$ cat src/clf_map.vh
// Constants for the channel lowpass filter control block.
`ifndef CLF_MAP_VH
`define CLF_MAP_VH

`define CLF_CLK_HZ        10000000
`define CLF_POST_HZ       4000
`define CLF_CFG_WAIT_US   2000
`define CLF_SCAN_MS       300
`define CLF_NCH           16

`define CLF_ADDR_DATA0    8'h00
`define CLF_ADDR_DATA15   8'h0F
`define CLF_ADDR_CMD      8'h10
`define CLF_ADDR_PARM     8'h11
`define CLF_ADDR_ENMAP    8'h12
`define CLF_ADDR_XCH0     8'h80
`define CLF_ADDR_XCH15    8'h8F

`define CLF_CMD_IDLE      16'h0000
`define CLF_CMD_CFG       16'h8408
`define CLF_CMD_READBACK  16'h8409
`define CLF_CMD_SCAN      16'h840B
`define CLF_CMD_ERR       16'h0100

`define CLF_ID_NONE       16'h0000
`define CLF_ID_UNKNOWN    16'hFFFF

`define CLF_CODE_OFF      5'h00
`define CLF_BW_FIRST      5'h01
`define CLF_BW_LAST       5'h07
`define CLF_BS_FIRST      5'h0B
`define CLF_BS_LAST       5'h11

`define CLF_FRAC          8

`endif

$ cat src/clf_top.v
// Channel lowpass filter control: filtering, command engine and filter scan.
`timescale 1ns/1ps
`include "clf_map.vh"

// Function
// - Filter outputs post to data registers about 4000 times per second.
// - Each new sample is held at the filter input as a step until the next.
// - Code 0 disables; 1-7 Butterworth, 11-17 Bessel.
// - About 2 ms later command clears, or holds 0x0100 on undefined code.
// - A channel given an undefined code stores code zero.
// - Command 0x8409 copies active codes to exchange words then clears.
// - Enable map bit n is set when channel n has a nonzero code.
// - Host puts channel mask in first parameter word then writes 0x840B.
// - Scan lasts about 300 ms, masked channels freeze, command then clears.
// - After scan exchange words of masked channels hold filter identity, zero or 0xFFFF.
// - Voltage and temperature results are both filtered.
// - Host reads return latest output without disturbing the filter.
module clf_top #(
  parameter CFG_WAIT_CYC = (`CLF_CLK_HZ / 1000000) * `CLF_CFG_WAIT_US,
  parameter SCAN_CYC     = (`CLF_CLK_HZ / 1000) * `CLF_SCAN_MS,
  parameter FIFO_DEPTH   = 8
) (
  input  wire        core_clk,
  input  wire        nrst,
  input  wire [7:0]  reg_addr,
  input  wire        reg_wr,
  input  wire        reg_rd,
  input  wire [15:0] reg_wdata,
  output wire [15:0] reg_rdata,
  input  wire        smp_valid,
  output wire        smp_ready,
  input  wire [3:0]  smp_chan,
  input  wire        smp_temp,
  input  wire [15:0] smp_data,
  output wire        probe_en,
  output wire [3:0]  probe_sel,
  input  wire [15:0] probe_id,
  output wire        post_strobe
);

  localparam POST_CYC  = `CLF_CLK_HZ / `CLF_POST_HZ;
  localparam DWELL_CYC = SCAN_CYC / `CLF_NCH;
  localparam [23:0] POST_LAST  = POST_CYC - 1;
  localparam [23:0] CFG_LAST   = CFG_WAIT_CYC - 1;
  localparam [23:0] DWELL_LAST = DWELL_CYC - 1;
  localparam ACC_W = 16 + `CLF_FRAC;
  localparam [1:0] ST_IDLE = 2'b00;
  localparam [1:0] ST_CFG  = 2'b01;
  localparam [1:0] ST_SCAN = 2'b10;

  // Returns nonzero for a defined filter select code.
  function code_ok;
    input [15:0] c;
    begin
      code_ok = (c == `CLF_CODE_OFF) ||
                (c >= `CLF_BW_FIRST && c <= `CLF_BW_LAST) ||
                (c >= `CLF_BS_FIRST && c <= `CLF_BS_LAST);
    end
  endfunction

  // Smoothing shift for a code; the pole is set by the corner frequency.
  function [3:0] code_shift;
    input [4:0] c;
    begin
      case (c)
        5'h01, 5'h0B: code_shift = 4'h9;
        5'h02, 5'h0C: code_shift = 4'h8;
        5'h03, 5'h0D: code_shift = 4'h7;
        5'h04, 5'h0E: code_shift = 4'h6;
        5'h05, 5'h0F: code_shift = 4'h5;
        5'h06, 5'h10: code_shift = 4'h4;
        default:      code_shift = 4'h3;
      endcase
    end
  endfunction

  reg [15:0]      x_mem [0:15];
  reg [ACC_W-1:0] acc_mem [0:15];
  reg [4:0]       code_mem [0:15];
  reg [15:0]      xch_mem [0:15];

  reg [15:0] rdata_q;
  reg [15:0] cmd_q;
  reg [15:0] parm_q;
  reg [15:0] enmap_q;
  reg [15:0] enmap_d;
  reg [1:0]  state_q;
  reg [23:0] wait_q;
  reg [3:0]  scan_ch_q;
  reg [15:0] scan_mask_q;
  reg        probe_en_q;
  reg [23:0] tick_q;
  reg        post_busy_q;
  reg [3:0]  post_ch_q;
  reg        post_strobe_q;
  reg [15:0] id_s1_q;
  reg [15:0] id_s2_q;
  reg [15:0] id_s3_q;
  reg        bad_d;
  integer    i;
  integer    j;
  integer    k;

  wire [20:0] fifo_out;
  wire        fifo_valid;
  wire        fifo_pop;
  wire [3:0]  pop_ch;
  wire [15:0] pop_data;
  wire        scan_on;
  wire [ACC_W-1:0] acc_cur;
  wire [ACC_W-1:0] x_ext;
  wire [ACC_W-1:0] acc_step;
  wire [ACC_W-1:0] acc_next;

  assign reg_rdata   = rdata_q;
  assign probe_en    = probe_en_q;
  assign probe_sel   = scan_ch_q;
  assign post_strobe = post_strobe_q;
  assign scan_on     = (state_q == ST_SCAN);

  // Samples wait here while the posting pass owns the filter state.
  clf_fifo #(
    .W     (21),
    .DEPTH (FIFO_DEPTH),
    .AW    (3)
  ) u_fifo (
    .core_clk  (core_clk),
    .nrst      (nrst),
    .in_valid  (smp_valid),
    .in_ready  (smp_ready),
    .in_data   ({smp_temp, smp_chan, smp_data}),
    .out_valid (fifo_valid),
    .out_ready (~post_busy_q),
    .out_data  (fifo_out)
  );

  // Voltage and temperature words are filtered alike.
  assign pop_ch   = fifo_out[19:16];
  assign pop_data = fifo_out[15:0];
  assign fifo_pop = fifo_valid & ~post_busy_q;

  // One pole step toward the held input, arithmetic shift keeps the sign.
  assign acc_cur  = acc_mem[post_ch_q];
  assign x_ext    = {x_mem[post_ch_q], {`CLF_FRAC{1'b0}}};
  assign acc_step = ($signed(x_ext - acc_cur) >>>
                     code_shift(code_mem[post_ch_q]));
  assign acc_next = acc_cur + acc_step;

  // Channels with a nonzero code form the enable map.
  // Undefined codes waiting in the exchange words are flagged here too.
  always @* begin
    enmap_d = 16'h0000;
    bad_d   = 1'b0;
    for (i = 0; i < `CLF_NCH; i = i + 1) begin
      enmap_d[i] = (code_mem[i] != `CLF_CODE_OFF);
      bad_d      = bad_d | !code_ok(xch_mem[i]);
    end
  end

  // Three stage capture of the plug-in filter identity pins.
  always @(posedge core_clk or negedge nrst) begin
    if (!nrst) begin
      id_s1_q <= 16'h0000;
      id_s2_q <= 16'h0000;
      id_s3_q <= 16'h0000;
    end else begin
      id_s1_q <= probe_id;
      id_s2_q <= id_s1_q;
      id_s3_q <= id_s2_q;
    end
  end

  // Posting timer and the sample hold memory.
  always @(posedge core_clk or negedge nrst) begin
    if (!nrst) begin
      tick_q        <= 24'h00_0000;
      post_busy_q   <= 1'b0;
      post_ch_q     <= 4'h0;
      post_strobe_q <= 1'b0;
      for (j = 0; j < `CLF_NCH; j = j + 1) begin
        x_mem[j]   <= 16'h0000;
        acc_mem[j] <= {ACC_W{1'b0}};
      end
    end else begin
      post_strobe_q <= 1'b0;
      tick_q <= (tick_q == POST_LAST) ? 24'h00_0000 : tick_q + 1'b1;
      // A new sample replaces the held value and stays until the next, except on a channel masked during a scan.
      if (fifo_pop && !(scan_on && scan_mask_q[pop_ch])) begin
        x_mem[pop_ch] <= pop_data;
      end
      // A pass over all channels starts on each timer wrap.
      if (tick_q == POST_LAST) begin
        post_busy_q <= 1'b1;
        post_ch_q   <= 4'h0;
      end else if (post_busy_q) begin
        if (code_mem[post_ch_q] == `CLF_CODE_OFF) begin
          acc_mem[post_ch_q] <= x_ext;
        end else begin
          acc_mem[post_ch_q] <= acc_next;
        end
        post_ch_q <= post_ch_q + 1'b1;
        if (post_ch_q == `CLF_NCH - 1) begin
          post_busy_q   <= 1'b0;
          post_strobe_q <= 1'b1;
        end
      end
    end
  end

  // Register reads return stored values only, never stalling the filter.
  always @(posedge core_clk or negedge nrst) begin
    if (!nrst) begin
      rdata_q <= 16'h0000;
    end else if (reg_rd) begin
      if (reg_addr <= `CLF_ADDR_DATA15) begin
        rdata_q <= acc_mem[reg_addr[3:0]][ACC_W-1:`CLF_FRAC];
      end else if (reg_addr == `CLF_ADDR_CMD) begin
        rdata_q <= cmd_q;
      end else if (reg_addr == `CLF_ADDR_PARM) begin
        rdata_q <= parm_q;
      end else if (reg_addr == `CLF_ADDR_ENMAP) begin
        rdata_q <= enmap_q;
      end else if (reg_addr >= `CLF_ADDR_XCH0 &&
                   reg_addr <= `CLF_ADDR_XCH15) begin
        rdata_q <= xch_mem[reg_addr[3:0]];
      end else begin
        rdata_q <= 16'h0000;
      end
    end
  end

  // Command engine: configure, read back and identity scan.
  always @(posedge core_clk or negedge nrst) begin
    if (!nrst) begin
      cmd_q       <= `CLF_CMD_IDLE;
      parm_q      <= 16'h0000;
      enmap_q     <= 16'h0000;
      state_q     <= ST_IDLE;
      wait_q      <= 24'h00_0000;
      scan_ch_q   <= 4'h0;
      scan_mask_q <= 16'h0000;
      probe_en_q  <= 1'b0;
      for (k = 0; k < `CLF_NCH; k = k + 1) begin
        code_mem[k] <= `CLF_CODE_OFF;
        xch_mem[k]  <= 16'h0000;
      end
    end else begin
      enmap_q <= enmap_d;
      case (state_q)
        ST_IDLE: begin
          if (reg_wr && reg_addr == `CLF_ADDR_PARM) begin
            parm_q <= reg_wdata;
          end
          if (reg_wr && reg_addr >= `CLF_ADDR_XCH0 &&
              reg_addr <= `CLF_ADDR_XCH15) begin
            xch_mem[reg_addr[3:0]] <= reg_wdata;
          end
          // Only an idle engine takes a new command.
          if (reg_wr && reg_addr == `CLF_ADDR_CMD) begin
            wait_q <= 24'h00_0000;
            case (reg_wdata)
              `CLF_CMD_CFG: begin
                cmd_q   <= reg_wdata;
                state_q <= ST_CFG;
              end
              `CLF_CMD_READBACK: begin
                for (k = 0; k < `CLF_NCH; k = k + 1) begin
                  xch_mem[k] <= {11'h000, code_mem[k]};
                end
                cmd_q <= `CLF_CMD_IDLE;
              end
              `CLF_CMD_SCAN: begin
                cmd_q       <= reg_wdata;
                scan_mask_q <= parm_q;
                scan_ch_q   <= 4'h0;
                probe_en_q  <= 1'b1;
                state_q     <= ST_SCAN;
              end
              default: begin
                cmd_q <= `CLF_CMD_IDLE;
              end
            endcase
          end
        end
        ST_CFG: begin
          wait_q <= wait_q + 1'b1;
          if (wait_q == CFG_LAST) begin
            for (k = 0; k < `CLF_NCH; k = k + 1) begin
              if (code_ok(xch_mem[k])) begin
                code_mem[k] <= xch_mem[k][4:0];
              end else begin
                code_mem[k] <= `CLF_CODE_OFF;
              end
            end
            cmd_q   <= bad_d ? `CLF_CMD_ERR : `CLF_CMD_IDLE;
            state_q <= ST_IDLE;
          end
        end
        ST_SCAN: begin
          wait_q <= wait_q + 1'b1;
          if (wait_q == DWELL_LAST) begin
            wait_q <= 24'h00_0000;
            if (scan_mask_q[scan_ch_q]) begin
              // A settled pin word is the identity, else unrecognised.
              xch_mem[scan_ch_q] <= (id_s2_q == id_s3_q) ?
                                    id_s3_q : `CLF_ID_UNKNOWN;
            end
            // The probe stays on the last channel once the scan ends.
            if (scan_ch_q == `CLF_NCH - 1) begin
              probe_en_q <= 1'b0;
              cmd_q      <= `CLF_CMD_IDLE;
              state_q    <= ST_IDLE;
            end else begin
              scan_ch_q <= scan_ch_q + 1'b1;
            end
          end
        end
        default: begin
          state_q <= ST_IDLE;
        end
      endcase
    end
  end

endmodule

$ cat src/clf_fifo.v
// Parameterised first-in first-out buffer with valid and ready on both sides.
`timescale 1ns/1ps
module clf_fifo #(
  parameter W     = 21,
  parameter DEPTH = 8,
  parameter AW    = 3
) (
  input  wire         core_clk,
  input  wire         nrst,
  input  wire         in_valid,
  output wire         in_ready,
  input  wire [W-1:0] in_data,
  output wire         out_valid,
  input  wire         out_ready,
  output wire [W-1:0] out_data
);

  reg [W-1:0] mem [0:DEPTH-1];
  reg [AW-1:0] wp_q;
  reg [AW-1:0] rp_q;
  reg [AW:0]   cnt_q;
  reg          nfull_q;
  reg          empty_q;
  wire         push;
  wire         pop;
  reg [AW:0]   cnt_d;

  assign push      = in_valid & nfull_q;
  assign pop       = out_ready & ~empty_q;
  assign in_ready  = nfull_q;
  assign out_valid = ~empty_q;
  assign out_data  = mem[rp_q];

  // Next fill level from the push and pop of this cycle.
  always @* begin
    cnt_d = cnt_q;
    if (push && !pop) begin
      cnt_d = cnt_q + 1'b1;
    end else if (pop && !push) begin
      cnt_d = cnt_q - 1'b1;
    end
  end

  // Pointers and registered full and empty flags.
  always @(posedge core_clk or negedge nrst) begin
    if (!nrst) begin
      wp_q    <= {AW{1'b0}};
      rp_q    <= {AW{1'b0}};
      cnt_q   <= {(AW+1){1'b0}};
      nfull_q <= 1'b1;
      empty_q <= 1'b1;
    end else begin
      if (push) begin
        wp_q <= (wp_q == DEPTH - 1) ? {AW{1'b0}} : wp_q + 1'b1;
      end
      if (pop) begin
        rp_q <= (rp_q == DEPTH - 1) ? {AW{1'b0}} : rp_q + 1'b1;
      end
      cnt_q   <= cnt_d;
      nfull_q <= (cnt_d != DEPTH);
      empty_q <= (cnt_d == {(AW+1){1'b0}});
    end
  end

  // Storage is written without reset.
  always @(posedge core_clk) begin
    if (push) begin
      mem[wp_q] <= in_data;
    end
  end

endmodule

$ cat config.mk
export PLATFORM = sky130hd
export DESIGN_NAME = clf_top
export DESIGN_NICKNAME = d
export VERILOG_FILES = /design/src/clf_top.v /design/src/clf_fifo.v
export VERILOG_INCLUDE_DIRS = /design/src
export SDC_FILE = /design/constraint.sdc
export NUM_CORES = 2
export LEC_CHECK = 0
export ABC_CLOCK_PERIOD_IN_PS = 26100
export BUFFER_PORTS_ARGS = -buffer_cell sky130_fd_sc_hd__buf_2
export CORE_MARGIN = 4
export CORE_UTILIZATION = 40
export DETAILED_ROUTE_END_ITERATION = 7
export PLACE_DENSITY = 0.55
export SLEW_MARGIN = 20
export SYNTH_ARGS = -nofsm -noshare
export SYNTH_HDL_FRONTEND = slang
export SYNTH_SLANG_ARGS = --single-unit
$ cat constraint.sdc
create_clock -name core_clk -period 26.1 [get_ports core_clk]
set_clock_uncertainty 0.05 [all_clocks]
set_input_delay 3.915 -clock core_clk [delete_from_list [all_inputs] [get_ports core_clk]]
set_output_delay 3.915 -clock core_clk [all_outputs]
set_load 0.01 [all_outputs]
==> results.py <==
metrics = {
    "yosys": {
        "synth-compound-area-share_pct": 13.8,
        "synth_cell_types": 90,
        "avgSynthCellArea_um2": 10.7,
        "synth-edff-count": 160,
        "synthMuxAreaShare_pct": 16.3,
        "synth_fa_ha_area_share_pct": 1.27,
        "synth_top_family_by_area": "multiplexers",
        "synthXorXnorAreaFrac_pct": 1.26,
        "yosysWarningCount": 0,
        "synth_nets": 6385,
        "synth-seq-cells": 1337,
        "ys_seq_area_share_pct": 51.2,
        "ys.flop_type": "dfrtp_1",
        "async_flop_share_pct": 88.0,
        "syn-cell-area_mm2": 0.0669,
        "synth_simple_gate_area_share_pct": 12.5,
        "syn_inst": 6252,
    },
    "detailed_routing": {
        "drt_wl_total_mm": 210,
        "drt-initial-drc-count": 5579,
        "firstDrtPassIters": 6,
        "via_per_inst": 5.90,
        "post-route-drc-count": 0,
        "num_vias": 49865,
        "antenna_left": 0,
        "routedWlPerCell_um": 24.9,
    },
    "layout": {
        "nets": 6260,
        "multiInputGateArea_mm2": 0.0303,
        "layout-drive-gt1-share_pct": 16.6,
        "n_fill_cell": 15498,
        "area_delta_synth_final_pct": 11.3,
        "regArea_mm2": 0.0343,
        "fin_util_pct": 45.0,
    },
    "placed_design": {
        "dpl.hpwl_mm": 137,
        "gp_congestion": 0.917,
        "portBuffers": 87,
    },
    "critical_path": {
        "r2r_setup_slack_ns": 15.02,
        "r2r_cells": 28,
        "end_kind": "register",
        "timing.rr.end": "acc_mem[119]$_DFFE_PN0P_",
        "critical-path-max-stage-delay_ns": 1.04,
        "arrival_ns": 11.66,
        "critPathKind": "register to register",
        "cp-start-kind": "register",
        "cpMaxStageDelayCell": "dfrtp_4",
        "worst-path-max-fanout": 42,
        "cp_common_cell": "buf_4",
        "cp_data_required_time_ns": 26.68,
        "worstReg2RegStart": "post_ch_q[0]$_DFFE_PN0P_",
    },
    "timing": {
        "layout_min_cycle_time_ns": 11.08,
        "max-slew-margin-rel_pct": 23.8,
        "hold_slack_ns": 0.295,
        "setup_tns_ns": 0,
        "max_freq_ghz": 0.0902,
        "setup_violations": 0,
        "finalHoldViolCount": 0,
        "final_max_slew_viol_count": 0,
        "tightest_slew_ns": 1.14,
        "timing.final.crit_share_pct": 42.5,
        "rsz0062_at_grt": "no",
    },
    "power": {
        "finalPower_mw": 6.34,
        "leakage_nw": 31.3,
        "p_per_area_mw_per_mm2": 85.2,
        "peakVddDrop_uv": 81.3,
    },
    "min_path": {
        "hold_end": "id_s2_q[7]$_DFF_PN0_",
        "hp-class": "register to register",
        "min_from": "id_s1_q[7]$_DFF_PN0_",
        "min_path_cells": 0,
    },
    "clocking": {
        "post_cts.repair.setup_buffers": 0,
        "cts-resized-gates": 0,
        "cts_sinks": 1337,
        "postCtsHoldBufs": 0,
        "numCtsBuffers": 150,
        "max-clock-path-buffers": 3,
        "htree_levels": 4,
        "worstSkewPairLatency_ns": 0.81,
        "tritoncts": "built",
        "root_buffer": "clkbuf_16",
        "cts.reportedPaths.clkPinSlew_ns": 0.06,
    },
    "global_route": {
        "grt_pass1_wl_mm": 317,
        "gr-usage-all-layers_pct": 24.0,
        "antenna_found_initial": 19,
        "gr-total-overflow": 0,
        "grt_max_degree": 166,
        "first_global_vias": 48323,
    },
    "run_status": {
        "status": "finished, final reports clean",
    },
    "die": {
        "start_util_pct": 40.4,
        "core_mm2": 0.166,
        "die_h_um": 417,
        "io_pins": 89,
        "fp-row-count": 149,
        "dieArea_mm2": 0.174,
        "fp.dieW_um": 417,
    },
    "flow_run": {
        "max-cap-violations": 0,
    },
}
layout by cell type (no fill, tap or decap), drive strengths merged, types with 13 or more instances in the layout:
cell    count
nor2      385
xnor2      41
a211oi     25
inv        97
dfrtp    1175
buf       235
ha         66
mux2i      89
nor3       40
clkbuf    209
mux2       40
and4       18
edfxtp    160
and2       23
nor4       62
nand2b     48
nor2b      13
a22oi      60
clkinv     39
xor2       51
a221oi     67
o22ai      24
o21bai     22
a21o       31
a222oi     21
nand2    1214
nand4      22
o21ai    1059
mux4      419
and3       31
a21oi     253
nand3      56
or2        24
cell families after synthesis:
family / Yosys count
and+or+nand+nor: 1975
buffers and inverters: 599
xor gates and xnor gates: 92
DFF: 1337
adders and majority gates: 67
muxes: 548
AOI/OAI and AO/OA: 1634
registers in the layout, summed over array words and instances, names as in the netlist, 4 cells and up:
signal        flops
post_ch_q         4
x_mem           256
code_mem         80
probe_sel         4
acc_mem         384
u_fifo.cnt_q      4
scan_mask_q      16
u_fifo.mem      160
id_s2_q          16
xch_mem         256
reg_rdata        16
id_s1_q          16
enmap_q          16
id_s3_q          16
tick_q           24
wait_q           24
cmd_q            16
parm_q           16
worst max-delay path: cells and delay by family, from the launching register on:
family	cells	cell delay, ns
AO/OA/AOI/OAI	13	3.22
buffers and inverters	4	2.42
XOR/XNOR	1	0.87
multiplexers	2	1.20
adder cells (fa/ha/maj)	2	0.64
flip-flops	1	1.04
AND/OR/NAND/NOR	6	1.27
routing by layer:
layer | vias up | track usage (%) | wire (µm)
li1 | 22298 | - | -
met1 | 25213 | 35.3 | 93900
met2 | 1988 | 35.0 | 91100
met3 | 354 | 6.23 | 19000
met4 | 12 | 7.25 | 6070
met5 | - | 0 | 81
per-stage QoR:
stage	instance area, µm²	worst slack (ns)	std cells
after global placement	69200	15.08	8164
final	74400	15.02	8447
after CTS	74400	14.93	8441
after global routing	74400	13.83	8442
after floorplan	66900	17.23	6252
after detailed placement	69300	14.97	8164
area by class of cell:
type	instances	share of cell area, %
Timing Repair Buffer	235	2.16
Tap cell	2189	3.68
Antenna cell	6	0.0202
Multi-Input combinational cell	4316	40.8
Clock buffer	209	5.80
Sequential cell	1337	46.0
Clock inverter	68	1.10
Inverter	87	0.439
cells in the mapped netlist (64+ instances only):
master	number	share of area, %
mux2i_1	88	1.3
nand2_1	1213	6.8
dfrtp_1	1175	44
o21ai_0	1042	7.8
inv_1	86	0.48
nor2_1	384	2.2
a21oi_1	251	1.9
a221oi_1	64	0.84
edfxtp_1	160	7.2
clkbuf_1	411	2.3
ha_1	66	1.2
mux4_2	394	13
report_power, final:
| group | internal (mW) | switching (mW) |
|---|---|---|
| Combinational | 0.573 | 1.04 |
| Clock | 1.29 | 0.917 |
| Sequential | 2.38 | 0.147 |
worst max-delay path by stage:
stage,start,to,cells past startpoint
floorplan,post_ch_q[0]$_DFFE_PN0P_,acc_mem[214]$_DFFE_PN0P_,35
global placement,post_ch_q[0]$_DFFE_PN0P_,acc_mem[119]$_DFFE_PN0P_,28
detailed placement,post_ch_q[0]$_DFFE_PN0P_,acc_mem[94]$_DFFE_PN0P_,29
CTS,post_ch_q[0]$_DFFE_PN0P_,acc_mem[238]$_DFFE_PN0P_,29
global route,post_ch_q[0]$_DFFE_PN0P_,acc_mem[238]$_DFFE_PN0P_,28
finish,post_ch_q[0]$_DFFE_PN0P_,acc_mem[119]$_DFFE_PN0P_,28
Power figures use the tool's default switching activity.
